--- src/aics_pkg.sv ---
// Purpose: constants for the converter input, clock and trigger select block
// Assumes: apb with 32-bit data, one aligned word per register
// Notes:   all offsets are byte addresses
package aics_pkg;
   // ------------------------------------------------------------
   // register map
   // ------------------------------------------------------------
   localparam logic [7:0] AICS_OFF_CHAN   = 8'h00;
   localparam logic [7:0] AICS_OFF_CLK    = 8'h04;
   localparam logic [7:0] AICS_OFF_TRIG   = 8'h08;
   localparam logic [7:0] AICS_OFF_STAT   = 8'h0C;
   localparam logic [7:0] AICS_OFF_RESULT = 8'h10;
   // ------------------------------------------------------------
   // fields and reset values
   // ------------------------------------------------------------
   localparam int         AICS_CLKSRC_LSB = 0;
   localparam int         AICS_DIV_LSB    = 2;
   localparam int         AICS_TSEL_LSB   = 0;
   localparam int         AICS_TEN_BIT    = 2;
   localparam int         AICS_DLY_LSB    = 8;
   localparam logic [4:0] AICS_CHAN_RST   = 5'h1F;
   localparam logic [4:0] AICS_CH_EXT_MAX = 5'h0F;
   localparam logic [4:0] AICS_CH_GND_LO  = 5'h10;
   localparam logic [4:0] AICS_CH_GND_HI  = 5'h12;
   localparam logic [4:0] AICS_CH_TEMP    = 5'h16;
   localparam logic [4:0] AICS_CH_BGAP    = 5'h17;
   localparam logic [4:0] AICS_CH_HIGH_REFERENCE   = 5'h1D;
   localparam logic [4:0] AICS_CH_LOW_REFERENCE   = 5'h1E;
   localparam logic [4:0] AICS_CH_OFF     = 5'h1F;
   localparam int         AICS_RES_W      = 12;
   // ------------------------------------------------------------
   // enumerations
   // ------------------------------------------------------------
   typedef enum logic [2:0] {
      AICS_SRC_EXT, AICS_SRC_GND, AICS_SRC_TEMP, AICS_SRC_BGAP,
      AICS_SRC_HIGH_REFERENCE, AICS_SRC_LOW_REFERENCE, AICS_SRC_RSVD, AICS_SRC_NONE
   } aics_src_e;
   typedef enum logic [1:0] {
      AICS_CK_BUS, AICS_CK_BUS2, AICS_CK_LOCAL, AICS_CK_ALT
   } aics_cksel_e;
   typedef enum logic [1:0] {
      AICS_TR_MODTMR, AICS_TR_RTC, AICS_TR_T2MATCH, AICS_TR_T2INIT
   } aics_tsel_e;
endpackage : aics_pkg

--- src/aics_top.sv ---
// Purpose: converter input select, conversion clock select and trigger routing
// Assumes: pins and other-domain inputs are synchronised here
// Notes:   conversion clock is a tick enable on sys_clk
//          wait mode gates nothing; deep stop halts alternate ticks
//
// Summary of operation
// - codes 0 to 15 connect the sixteen external pins in order
// - codes 16 to 18 select ground, 29 high reference, 30 low reference
// - reserved codes still convert, result undefined
// - all-ones code disables the converter, no input connected
// - code 22 temperature sensor, code 23 bandgap reference
// - clock source: bus, bus halved, local async, alternate
// - alternate clock comes from the external oscillator output
// - selected source passes the programmable divider to give conversion clock
// - alternate clock keeps running in wait mode
// - in deepest stop mode alternate clock gives no conversion ticks
// - four trigger sources, timer-two triggers each delayed by 8-bit count
// - all four triggers start conversions in run and wait modes
// - in deepest stop mode only real-time counter overflow triggers
// - successive approximation converter with 12-bit result
//
// The address map and the APB slave port were decided locally.
`timescale 1ns/1ps
module aics_top
   import aics_pkg::*;
(
   input  wire logic                  sys_clk,
   input  wire logic                  rst,
   input  wire logic                  ce,
   input  wire logic                  psel,
   input  wire logic                  penable,
   input  wire logic                  pwrite,
   input  wire logic [7:0]            paddr,
   input  wire logic [31:0]           pwdata,
   output logic [31:0]                prdata,
   output logic                       pready,
   output logic                       pslverr,
   input  wire logic                  wait_mode,
   input  wire logic                  deep_stop_mode,
   input  wire logic                  local_async_conversion_clock,
   input  wire logic                  external_oscillator_output,
   input  wire logic                  modulo_timer_zero_ovf,
   input  wire logic                  rtc_ovf,
   input  wire logic                  timer_two_match,
   input  wire logic                  timer_two_init,
   input  wire logic                  cmp_hi,
   output logic [15:0]                ext_pin_sel,
   output logic [2:0]                 input_src,
   output logic                       module_enable,
   output logic [AICS_RES_W-1:0]      dac_code,
   output logic                       conversion_clock,
   output logic                       conv_busy
);
   // ------------------------------------------------------------
   // state
   // ------------------------------------------------------------
   typedef struct packed {
      logic [4:0]  chan;
      logic [1:0]  cksel;
      logic [1:0]  div;
      logic [1:0]  tsel;
      logic        ten;
      logic [7:0]  dly;
      logic        swstart;
      logic [2:0]  sy_lac;
      logic [2:0]  sy_osc;
      logic [2:0]  sy_mt;
      logic [2:0]  sy_rtc;
      logic [2:0]  sy_tm;
      logic [2:0]  sy_ti;
      logic        half;
      logic [2:0]  dcnt;
      logic        ck;
      logic        tick;
      logic        dly_run;
      logic [7:0]  dly_cnt;
      logic        dly_fire;
      logic [AICS_RES_W-1:0] res;
      logic        res_ok;
      logic [15:0] pins;
      logic [2:0]  src;
   } aics_top_s;
   aics_top_s s_q, s_d;

   // ------------------------------------------------------------
   // converter sequencer nets
   // ------------------------------------------------------------
   logic [AICS_RES_W-1:0] sar_res;
   logic                  sar_busy;
   logic                  sar_done;
   logic                  start;

   // ------------------------------------------------------------
   // helpers
   // ------------------------------------------------------------
   function automatic logic [2:0] decode_src(input logic [4:0] c);
      if (c <= AICS_CH_EXT_MAX) decode_src = AICS_SRC_EXT;
      else if (c >= AICS_CH_GND_LO && c <= AICS_CH_GND_HI) decode_src = AICS_SRC_GND;
      else if (c == AICS_CH_HIGH_REFERENCE) decode_src = AICS_SRC_HIGH_REFERENCE;
      else if (c == AICS_CH_LOW_REFERENCE) decode_src = AICS_SRC_LOW_REFERENCE;
      else if (c == AICS_CH_TEMP) decode_src = AICS_SRC_TEMP;
      else if (c == AICS_CH_BGAP) decode_src = AICS_SRC_BGAP;
      else if (c == AICS_CH_OFF) decode_src = AICS_SRC_NONE;
      else decode_src = AICS_SRC_RSVD;
   endfunction : decode_src

   function automatic logic rise(input logic [2:0] sy);
      rise = sy[1] & ~sy[2];
   endfunction : rise

   function automatic logic [3:0] div_limit(input logic [1:0] d);
      div_limit = (4'h1 << d) - 4'h1;
   endfunction : div_limit

   function automatic logic delayed_src(input logic [1:0] t);
      delayed_src = (t == AICS_TR_T2MATCH) || (t == AICS_TR_T2INIT);
   endfunction : delayed_src

   function automatic logic is_mapped(input logic [7:0] a);
      is_mapped = (a == AICS_OFF_CHAN) || (a == AICS_OFF_CLK) || (a == AICS_OFF_TRIG) ||
                  (a == AICS_OFF_STAT) || (a == AICS_OFF_RESULT);
   endfunction : is_mapped

   // ------------------------------------------------------------
   // combinational helpers
   // ------------------------------------------------------------
   logic [3:0] div_max;
   logic       src_edge;
   logic       trig_raw;
   logic       alt_ok;

   always_comb begin
      s_d = s_q;
      s_d.swstart = 1'b0;
      s_d.tick = 1'b0;
      s_d.dly_fire = 1'b0;
      src_edge = 1'b0;
      trig_raw = 1'b0;
      alt_ok = 1'b1;
      div_max = 4'h0;

      // ------------------------------------------------------------
      // synchronisers: only bits 1 and 2 are read
      // ------------------------------------------------------------
      s_d.sy_lac = {s_q.sy_lac[1:0], local_async_conversion_clock};
      s_d.sy_osc = {s_q.sy_osc[1:0], external_oscillator_output};
      s_d.sy_mt  = {s_q.sy_mt[1:0], modulo_timer_zero_ovf};
      s_d.sy_rtc = {s_q.sy_rtc[1:0], rtc_ovf};
      s_d.sy_tm  = {s_q.sy_tm[1:0], timer_two_match};
      s_d.sy_ti  = {s_q.sy_ti[1:0], timer_two_init};

      // ------------------------------------------------------------
      // apb writes
      // ------------------------------------------------------------
      if (psel && penable && pwrite) begin
         case (paddr)
            AICS_OFF_CHAN: begin
               s_d.chan = pwdata[4:0];
               s_d.swstart = (pwdata[4:0] != AICS_CH_OFF);
            end
            AICS_OFF_CLK: begin
               s_d.cksel = pwdata[AICS_CLKSRC_LSB +: 2];
               s_d.div = pwdata[AICS_DIV_LSB +: 2];
            end
            AICS_OFF_TRIG: begin
               s_d.tsel = pwdata[AICS_TSEL_LSB +: 2];
               s_d.ten = pwdata[AICS_TEN_BIT];
               s_d.dly = pwdata[AICS_DLY_LSB +: 8];
            end
            default: ;
         endcase
      end

      // ------------------------------------------------------------
      // conversion clock source and divider
      // ------------------------------------------------------------
      s_d.half = ~s_q.half;

      case (s_q.cksel)
         AICS_CK_BUS:   src_edge = 1'b1;
         AICS_CK_BUS2:  src_edge = s_q.half;
         AICS_CK_LOCAL: src_edge = rise(s_q.sy_lac);
         AICS_CK_ALT: begin
            alt_ok = ~deep_stop_mode;
            src_edge = rise(s_q.sy_osc) & alt_ok;
         end
         default: src_edge = 1'b0;
      endcase

      div_max = div_limit(s_q.div);
      if (src_edge) begin
         if ({1'b0, s_q.dcnt} >= div_max) begin
            s_d.dcnt = 3'h0;
            s_d.tick = 1'b1;
            s_d.ck = ~s_q.ck;
         end else begin
            s_d.dcnt = s_q.dcnt + 3'h1;
         end
      end

      // ------------------------------------------------------------
      // hardware trigger routing
      // ------------------------------------------------------------
      if (s_q.ten) begin
         case (s_q.tsel)
            AICS_TR_MODTMR:  trig_raw = rise(s_q.sy_mt) & ~deep_stop_mode;
            AICS_TR_RTC:     trig_raw = rise(s_q.sy_rtc);
            AICS_TR_T2MATCH: trig_raw = rise(s_q.sy_tm) & ~deep_stop_mode;
            AICS_TR_T2INIT:  trig_raw = rise(s_q.sy_ti) & ~deep_stop_mode;
            default:         trig_raw = 1'b0;
         endcase
      end

      if (trig_raw && delayed_src(s_q.tsel)) begin
         s_d.dly_run = 1'b1;
         s_d.dly_cnt = s_q.dly;
      end else if (s_q.dly_run) begin
         if (s_q.dly_cnt == 8'h00) begin
            s_d.dly_run = 1'b0;
            s_d.dly_fire = 1'b1;
         end else begin
            s_d.dly_cnt = s_q.dly_cnt - 8'h01;
         end
      end

      // ------------------------------------------------------------
      // input mux and results
      // ------------------------------------------------------------
      s_d.src = decode_src(s_q.chan);
      s_d.pins = (s_q.chan <= AICS_CH_EXT_MAX) ? (16'h0001 << s_q.chan[3:0]) : 16'h0000;

      if (sar_done) begin
         s_d.res = sar_res;
         s_d.res_ok = 1'b1;
      end else if (start) begin
         s_d.res_ok = 1'b0;
      end
   end

   // ------------------------------------------------------------
   // conversion start
   // ------------------------------------------------------------
   assign start = (s_q.swstart | s_q.dly_fire | (trig_raw & ~delayed_src(s_q.tsel)))
                  & (s_q.chan != AICS_CH_OFF) & ~sar_busy;

   // ------------------------------------------------------------
   // state register
   // ------------------------------------------------------------
   always_ff @(posedge sys_clk) begin
      if (rst) begin
         s_q <= '0;
         s_q.chan <= AICS_CHAN_RST;
         s_q.src <= AICS_SRC_NONE;
      end else if (ce) begin
         s_q <= s_d;
      end
   end

   // ------------------------------------------------------------
   // converter sequencer
   // ------------------------------------------------------------
   aics_sar aics_sar_i (
      .sys_clk  (sys_clk),
      .rst      (rst),
      .ce       (ce),
      .tick     (s_q.tick),
      .start    (start),
      .cmp_hi   (cmp_hi),
      .dac_code (dac_code),
      .result   (sar_res),
      .busy     (sar_busy),
      .done     (sar_done)
   );

   // ------------------------------------------------------------
   // apb read side
   // ------------------------------------------------------------
   always_comb begin
      case (paddr)
         AICS_OFF_CHAN:   prdata = {27'h0, s_q.chan};
         AICS_OFF_CLK:    prdata = {28'h0, s_q.div, s_q.cksel};
         AICS_OFF_TRIG:   prdata = {16'h0, s_q.dly, 5'h0, s_q.ten, s_q.tsel};
         AICS_OFF_STAT:   prdata = {29'h0, s_q.dly_run, s_q.res_ok, sar_busy};
         AICS_OFF_RESULT: prdata = {20'h0, s_q.res};
         default:         prdata = 32'h0;
      endcase
   end

   // ------------------------------------------------------------
   // apb response
   // ------------------------------------------------------------
   assign pready  = 1'b1;
   assign pslverr = psel & penable & ~is_mapped(paddr);

   // ------------------------------------------------------------
   // outputs
   // ------------------------------------------------------------
   assign ext_pin_sel      = s_q.pins;
   assign input_src        = s_q.src;
   assign module_enable    = (s_q.chan != AICS_CH_OFF);
   assign conversion_clock = s_q.ck;
   assign conv_busy        = sar_busy;
endmodule : aics_top

--- src/aics_sar.sv ---
// Purpose: 12-bit successive approximation sequencer
// Assumes: comparator answer comes from the analog front end
// Notes:   steps once per conversion clock tick
`timescale 1ns/1ps
module aics_sar
   import aics_pkg::*;
(
   input  wire logic                  sys_clk,
   input  wire logic                  rst,
   input  wire logic                  ce,
   input  wire logic                  tick,
   input  wire logic                  start,
   input  wire logic                  cmp_hi,
   output logic [AICS_RES_W-1:0]      dac_code,
   output logic [AICS_RES_W-1:0]      result,
   output logic                       busy,
   output logic                       done
);
   typedef enum logic [1:0] {AICS_S_IDLE, AICS_S_RUN, AICS_S_END} aics_sst_e;
   typedef struct packed {
      aics_sst_e             st;
      logic [3:0]            bitn;
      logic [AICS_RES_W-1:0] trial;
      logic [AICS_RES_W-1:0] res;
      logic                  done;
   } aics_sar_s;
   aics_sar_s s_q, s_d;

   always_comb begin
      s_d = s_q;
      s_d.done = 1'b0;
      case (s_q.st)
         AICS_S_IDLE: begin
            if (start) begin
               s_d.st = AICS_S_RUN;
               s_d.bitn = 4'hB;
               s_d.trial = 12'h800;
            end
         end
         AICS_S_RUN: begin
            if (tick) begin
               // successive approximation bit decision
               if (!cmp_hi) s_d.trial[s_q.bitn] = 1'b0;
               if (s_q.bitn == 4'h0) begin
                  s_d.st = AICS_S_END;
               end else begin
                  s_d.bitn = s_q.bitn - 4'h1;
                  s_d.trial[s_q.bitn - 4'h1] = 1'b1;
               end
            end
         end
         AICS_S_END: begin
            s_d.res = s_q.trial;
            s_d.done = 1'b1;
            s_d.st = AICS_S_IDLE;
         end
         default: s_d.st = AICS_S_IDLE;
      endcase
   end

   always_ff @(posedge sys_clk) begin
      if (rst) s_q <= '{AICS_S_IDLE, 4'h0, 12'h000, 12'h000, 1'b0};
      else if (ce) s_q <= s_d;
   end

   assign dac_code = s_q.trial;
   assign result   = s_q.res;
   assign busy     = (s_q.st != AICS_S_IDLE);
   assign done     = s_q.done & ce;
endmodule : aics_sar

--- config.mk ---
export PLATFORM = sky130hd
export DESIGN_NAME = aics_top
export DESIGN_NICKNAME = d
export VERILOG_FILES = /design/src/aics_pkg.sv /design/src/aics_top.sv /design/src/aics_sar.sv
export SDC_FILE = /design/constraint.sdc
export NUM_CORES = 1
export LEC_CHECK = 0
export BUFFER_PORTS_ARGS = -buffer_cell sky130_fd_sc_hd__buf_4
export CAP_MARGIN = 20
export CORE_MARGIN = 2
export CORE_UTILIZATION = 55
export CTS_BUF_LIST = sky130_fd_sc_hd__clkbuf_8
export DETAILED_ROUTE_END_ITERATION = 6
export HOLD_SLACK_MARGIN = 0.1
export PLACE_DENSITY_LB_ADDON = 0.2
export SLEW_MARGIN = 10
export SYNTH_ARGS = -nofsm -noshare
export SYNTH_HDL_FRONTEND = slang
export SYNTH_SLANG_ARGS = --single-unit
--- constraint.sdc ---
create_clock -name sys_clk -period 2.3 [get_ports sys_clk]
set_input_delay 0 -clock sys_clk [delete_from_list [all_inputs] [get_ports sys_clk]]
set_output_delay 0 -clock sys_clk [all_outputs]
set_load 0.005 [all_outputs]
==> results of run 1 <==
==> power by group through the flow <==
stage / clock [W] / sequential (W) / combinational [W]
detailed placement: 0 / 0.00212 / 0.000195
global route: 0.00230 / 0.00208 / 0.000249
finish: 0.00216 / 0.00207 / 0.000227
CTS: 0.00219 / 0.00207 / 0.000225
floorplan: 0 / 0.00212 / 0.000138
global placement: 0 / 0.00212 / 0.000192
==> logic make-up after synthesis <==
logic type	after synthesis	synth area share
buf+inv	100	0.103
flops	118	0.415
fa+ha+maj	5	0.0110
mux	41	0.0792
xor+xnor	3	0.00462
compound gates	156	0.182
other cells	2	0.00132
simple gates	242	0.204
==> final timing paths <==
check | depth (start not counted) | end | from | slack, ns
max | 9 | s_q[74]$_SDFFE_PP0P_ | ce | 0.19
min | 6 | s_q[32]$_SDFFE_PP0P_ | deep_stop_mode | 0.17
max reg2reg | 5 | aics_sar_i.dac_code[7]$_SDFFE_PP0P_ | s_q[76]$_SDFFE_PP0P_ | 0.29
min reg2reg | 2 | aics_sar_i.result[3]$_SDFFE_PP0P_ | aics_sar_i.result[3]$_SDFFE_PP0P_ | 0.46
==> sequential cells by signal (all words and copies together), names as in the netlist <==
name                 count
ext_pin_sel             16
input_src                3
aics_sar_i.dac_code     12
conversion_clock         1
aics_sar_i.result       12
s_d                     12
s_q                     55
aics_sar_i.s_q           7
==> layout make-up <==
class                   instances  share of cell area
well taps                     136              0.0247
inverters                      11             0.00600
clock buffers                  20              0.0400
multi-input cells             464               0.408
clock inverters                11              0.0262
flip-flops and latches        118               0.343
repair buffers                129               0.152
==> cell usage in the layout (no fill, tap or decap), types with 17 or more instances in the layout <==
cell	instances
sky130_fd_sc_hd__nor2_1	84
sky130_fd_sc_hd__conb_1	17
sky130_fd_sc_hd__buf_4	98
sky130_fd_sc_hd__dlygate4sd3_1	31
sky130_fd_sc_hd__mux2i_1	36
sky130_fd_sc_hd__a21oi_1	56
sky130_fd_sc_hd__nand2_1	76
sky130_fd_sc_hd__clkbuf_8	20
sky130_fd_sc_hd__a22oi_1	19
sky130_fd_sc_hd__dfxtp_1	118
==> worst max-delay path, stage by stage <==
cell,delay (ns)
sky130_fd_sc_hd__dlygate4sd3_1,0.55
sky130_fd_sc_hd__buf_4,0.25
sky130_fd_sc_hd__and4_1,0.21
sky130_fd_sc_hd__and4b_1,0.29
sky130_fd_sc_hd__nand3b_1,0.10
sky130_fd_sc_hd__buf_4,0.21
sky130_fd_sc_hd__mux2i_1,0.16
sky130_fd_sc_hd__nor2_1,0.06
sky130_fd_sc_hd__dlygate4sd3_1,0.57
==> per-stage QoR <==
stage	instance area [um2]	instances	hold slack, ns
global placement	6110	827	0.229
finish	6880	889	0.174
floorplan	5740	682	0.0770
detailed placement	6110	827	0.240
global route	6880	889	0.212
CTS	6880	889	0.156
==> repair_timing <==
action                                 CTS  global route
resized for setup                        0             1
setup endpoints to repair                0             1
buffers inserted                         0             0
endpoints found under the hold margin   59             0
hold buffers                            31             0
==> per-layer routing <==
metal	wire length [um]	GRT usage	vias to the layer above	part of all wire
met5	0	0	-	0
met4	196	0.0799	0	0.015
met3	644	0.0396	20	0.048
met2	6640	0.422	140	0.49
met1	5970	0.323	2366	0.44
li1	-	-	2446	-
==> results by group, run 1 <==
Worst setup path
  • Kind of end point of the critical path: register
  • WP data required: about 2.6 ns
  • Largest fanout of any net on the critical path: 16
  • Kind of launch point of the worst setup path: primary input
  • Worst Path Arrival: roughly 2.4 ns
  • Type of the worst setup path: primary input to register

Die
  • Std-Cell Core Area: 10,200 um2
  • Row Count: 37
  • Top-level port count: 123
  • Initial core utilization: 0.558
  • Width of the chip: 106 um
  • Die Ht: roughly 110 um
  • Die Outline Area: about 11,000 um2

STA
  • Worst max-slew margin expressed relative to the limit: 0.426
  • Tmin final: between 2 and 2.5 ns
  • Final Hold Fails: 0
  • Setup TNS: 0 ns
  • Final Max Slew Viols: 0
  • Fmax: 0.474 GHz
  • Unrepaired setup endpoints after global routing: false
  • Slew at the pin closest to its max-slew limit: ~0.85 ns
  • Final setup violation count: 0
  • Fin worst setup slack: 0.192 ns
  • Period Utilization, post-route: 0.917
  • Worst-case clock skew: roughly 0.009 ns

Power
  • Design Power: around 0.0045 W
  • Leak Pwr: between 2 and 3 nW
  • Cell-internal power: 0.00353 W
  • Comb pwr share: 0.051
  • Peak supply drop: 403 uV
  • Switching share of power: 0.210
  • Power density over cell area: between 600 and 700 nW/um2
  • Share of power burned in registers: 0.464
  • Clock share of power: 0.485
  • Switching pwr: approximately 0.00094 W

Detailed routing
  • DRT Pass-1 Iters: 5
  • Detailed-route via count: ~5,000
  • Routed vias/inst: 5.59
  • Routed WL: 13.4 mm
  • Average wire length per cell after detail routing: about 15 um
  • First DRT Iteration DRCs: approximately 310
  • DRC violation count after routing: 0
  • Post-route antenna net violation count: 0

CTS
  • Clock network latency to the later pin of the worst-skew pair: 0.42 ns
  • Clock tree from TritonCTS: yes
  • CTS buffer count: 17
  • Sink Count: 118
  • Clock input transition at the sequential cells of the worst setup and hold paths: 0.07 ns
  • CTS root buf: sky130_fd_sc_hd__clkbuf_8
  • Number of H-tree levels: 4
  • Bufs on Longest Clock Path: 2

Final layout
  • Final Core Density: 0.676
  • Nets: roughly 800
  • Sequential cell area in the final layout: approximately 2400 um2
  • Fraction of final layout cells sized beyond drive strength 1: 0.193
  • Multi-input combinational cell area: about 2800 um2
  • # fillers: approximately 860
  • P&R area growth vs syn: 21.0%
  • Final antenna diode count: 0

Global route
  • Overall fraction of global-route tracks in use: 0.248
  • Vias in the first global route: approximately 4,600
  • Initial antenna violation count: 0
  • Pin count of the biggest net entering global routing: 42
  • Global-route wire length before repair: roughly 22 mm
  • GRT Residual Overflow: 0

Yosys
  • Top cells by area in the synthesized netlist: sky130_fd_sc_hd__dfxtp_1, sky130_fd_sc_hd__buf_4, sky130_fd_sc_hd__mux2i_1, sky130_fd_sc_hd__nor2_1, sky130_fd_sc_hd__nand2_1
  • Synth Warn #: 0
  • Sequential fraction of the synthesis area: 0.415
  • Gate count after technology mapping: between 600 and 700
  • Top cells by instance count after synthesis: sky130_fd_sc_hd__dfxtp_1, sky130_fd_sc_hd__nor2_1, sky130_fd_sc_hd__nand2_1
  • Post-synthesis average cell area: around 8.5 um2
  • Leading cell type by number of instances after synthesis: sky130_fd_sc_hd__dfxtp_1
  • Number of enable flip-flop cells after synthesis: 0
  • Synth cell types: 67
  • Area of the mapped netlist: around 5700 um2
  • Dominant cell type by area after synthesis: sky130_fd_sc_hd__dfxtp_1
  • Synth top area share: 0.415
  • Post-synth ARST share: 0
  • Top FF cell, synth: sky130_fd_sc_hd__dfxtp_1
  • Number of flip-flops and latches in the synthesized netlist: ~120

Placement
  • Count of input and output buffers: between 80 and 90
  • Setup slack at placement: roughly 0.31 ns
  • Final weighted congestion of routability-driven global placement: roughly 0.86
  • Half-perimeter wire length after detailed placement: 9.22 mm

Run status
  • Status: finished, final reports clean

Job
  • Max-Cap Viols: 0

Hold path
  • HP Class: primary input to register
No activity file was read; power rests on OpenSTA's default activity.
==> run 2, diff against run 1 <==
Settings changed: CELL_PAD_IN_SITES_DETAIL_PLACEMENT from default to 0, CELL_PAD_IN_SITES_GLOBAL_PLACEMENT from default to 1, CORE_UTILIZATION 55 to 42, SYNTH_HIERARCHICAL from default to 1, TNS_END_PERCENT from default to 10.
==> run 2 against run 1 <==
Against the previous run: global-route usage fell by 4.9 points; power decreased by 7.4%; synthesized cell count rose by 1.5%; flip-flop and latch count unchanged; cell area increased by 1.6%; count of clock-buffer cells in the layout increased by 4; fmax is 4.3% lower; worst hold slack better by 0.082 ns; clock skew up 0.0013 ns; die area rose by 32%; critical path type unchanged.
==> results by group, run 2 <==
Yosys
  • Synth Warn #: 6
  • Number of flip-flops and latches in the synthesized netlist: 118
  • Top cells by instance count after synthesis: sky130_fd_sc_hd__dfxtp_1, sky130_fd_sc_hd__nor2_1, sky130_fd_sc_hd__nand2_1
  • Top FF cell, synth: sky130_fd_sc_hd__dfxtp_1
  • Post-synthesis average cell area: approximately 8.6 um2
  • Area of the mapped netlist: roughly 5800 um2
  • Leading cell type by number of instances after synthesis: sky130_fd_sc_hd__dfxtp_1
  • Dominant cell type by area after synthesis: sky130_fd_sc_hd__dfxtp_1
  • Synth cell types: 60
  • Post-synth ARST share: 0
  • Gate count after technology mapping: 677
  • Sequential fraction of the synthesis area: 0.407
  • Top cells by area in the synthesized netlist: sky130_fd_sc_hd__dfxtp_1, sky130_fd_sc_hd__buf_4, sky130_fd_sc_hd__mux2i_1, sky130_fd_sc_hd__nor2_1, sky130_fd_sc_hd__a21oi_1
  • Number of enable flip-flop cells after synthesis: 0
  • Synth top area share: 0.407

Placement
  • Count of input and output buffers: 85
  • Half-perimeter wire length after detailed placement: ~9.9 mm
  • Setup slack at placement: about 0.12 ns
  • Dpl cells: ~880
  • Final weighted congestion of routability-driven global placement: 0.816

Global route
  • Initial antenna violation count: 0
  • Pin count of the biggest net entering global routing: 48
  • GRT Residual Overflow: 0
  • Vias in the first global route: approximately 4,600
  • Global-route wire length before repair: approximately 23 mm
  • Overall fraction of global-route tracks in use: 0.199

Final layout
  • Fraction of final layout cells sized beyond drive strength 1: 0.221
  • # fillers: roughly 1,300
  • Max reg flops: 55
  • Nets: a little over 800
  • Final antenna diode count: 0
  • Most common cell after layout, fill and taps aside: sky130_fd_sc_hd__dfxtp_1
  • Register ranked first by flip-flop count: s_q
  • P&R area growth vs syn: 20.6%
  • Most frequent cells in the layout: sky130_fd_sc_hd__dfxtp_1, sky130_fd_sc_hd__buf_4, sky130_fd_sc_hd__nor2_1
  • Number of standard cells in the final layout excluding fillers: around 940

CTS
  • Number of H-tree levels: 4
  • Clock network latency to the later pin of the worst-skew pair: 0.45 ns
  • Clock tree from TritonCTS: yes
  • CTS buffer count: 17
  • CTS root buf: sky130_fd_sc_hd__clkbuf_8
  • Bufs on Longest Clock Path: 2
  • Clock input transition at the sequential cells of the worst setup and hold paths: roughly 0.07 ns
  • Sink Count: 118

Die
  • Die Outline Area: 14,800 um2
  • Std-Cell Core Area: between 10,000 and 15,000 um2
  • Width of the chip: approximately 120 um
  • Row Count: 42
  • Initial core utilization: 0.435
  • Die Ht: 122 um
  • Top-level port count: ~120

STA
  • Worst max-slew margin expressed relative to the limit: 0.531
  • Worst hold slack: 0.256 ns
  • Slew at the pin closest to its max-slew limit: 0.701 ns
  • Fin worst setup slack: 0.0966 ns
  • Fmax: around 0.45 GHz
  • Setup TNS: 0 ns
  • Period Utilization, post-route: 0.958
  • Unrepaired setup endpoints after global routing: false
  • Tmin final: about 2.2 ns
  • Final Hold Fails: 0
  • Final setup violation count: 0
  • Worst-case clock skew: ~0.010 ns
  • Final Max Slew Viols: 0

Detailed routing
  • DRC violation count after routing: 0
  • Detailed-route via count: 4,903
  • Post-route antenna net violation count: 0
  • Average wire length per cell after detail routing: between 15 and 20 um
  • DRT Pass-1 Iters: 5
  • Routed WL: roughly 14 mm
  • First DRT Iteration DRCs: between 200 and 300
  • Routed vias/inst: 5.20

Worst setup path
  • Worst Path Arrival: roughly 2.6 ns
  • Kind of launch point of the worst setup path: primary input
  • Type of the worst setup path: primary input to register
  • WP data required: around 2.7 ns
  • Kind of end point of the critical path: register
  • Largest fanout of any net on the critical path: 22

Power
  • Peak supply drop: 353 uV
  • Leak Pwr: a little under 3 nW
  • Power density over cell area: between 500 and 600 nW/um2

Job
  • Max-Cap Viols: 0

Run status
  • Status: finished, final reports clean

Hold path
  • HP Class: primary input to register
==> run 2: final cells by class <==
cell class / instances / area [um2] / share of cell area
well taps: 176 / 220 / 0.0315
flip-flops and latches: 118 / 2360 / 0.338
multi-input cells: 464 / 2830 / 0.405
repair buffers: 141 / 1150 / 0.165
inverters: 12 / 45.0 / 0.00644
clock inverters: 7 / 53.8 / 0.00769
clock buffers: 24 / 330 / 0.0472
==> run 2: worst paths after layout <==
check / from / endpoint / slack (ns) / cells after the start
min reg2reg: aics_sar_i/result[3]$_SDFFE_PP0P_ / s_q[23]$_SDFFE_PP0P_ / 0.45 / 2
min: paddr[4] / s_q[82]$_SDFFE_PP1P_ / 0.26 / 6
max reg2reg: s_q[76]$_SDFFE_PP0P_ / s_q[35]$_SDFFE_PP0P_ / 0.20 / 5
max: ce / s_q[85]$_SDFFE_PP1P_ / 0.1 / 9
==> run 2: what timing repair did <==
item / 4_1_cts / 5_1_grt
resized for setup: 0 / 3
hold endpoints to repair: 71 / 0
buffers inserted: 0 / 2
hold buffers: 34 / 0
endpoints found under the setup margin: 0 / 4
==> run 2: layer usage <==
layer,share of wire,track usage,vias up
met3,0.047,0.0526,19
met5,0,0,-
met4,0.014,0.0726,0
met1,0.45,0.241,2324
li1,-,-,2433
met2,0.49,0.340,127
==> run 2: cell families after synthesis <==
family / Yosys count / synth area share
adder cells (fa/ha/maj): 5 / 0.0108
AND/OR/NAND/NOR: 251 / 0.221
AO/OA/AOI/OAI: 147 / 0.162
multiplexers: 41 / 0.0779
XOR/XNOR: 3 / 0.00453
flip-flops: 118 / 0.407
buffers and inverters: 110 / 0.115
other: 2 / 0.00129
==> run 2: through the flow <==
stage	area (um2)	total power, W	utilization
2_1_floorplan	5860	0.00225	-
5_1_grt	6990	0.00429	0.524
3_3_place_gp	6240	0.00232	0.468
6_report	6990	0.00414	0.524
4_1_cts	6970	0.00417	0.522
3_5_place_dp	6240	0.00232	0.468
==> run 2: report_power, final <==
group	total [W]	internal [W]	switching, W	leakage (nW)
Sequential	0.00207	0.00206	0.0000121	0.953
Clock	0.00182	0.00103	0.000788	0.217
Combinational	0.000244	0.000120	0.000124	1.77
==> run 2: critical path: stages <==
cell,delay [ns]
sky130_fd_sc_hd__dlygate4sd3_1,0.56
sky130_fd_sc_hd__buf_8,0.20
sky130_fd_sc_hd__nand4_1,0.15
sky130_fd_sc_hd__nor4_4,0.22
sky130_fd_sc_hd__buf_4,0.18
sky130_fd_sc_hd__nand3_1,0.07
sky130_fd_sc_hd__dlygate4sd3_1,0.57
sky130_fd_sc_hd__nand3_1,0.08
sky130_fd_sc_hd__dlygate4sd3_1,0.55
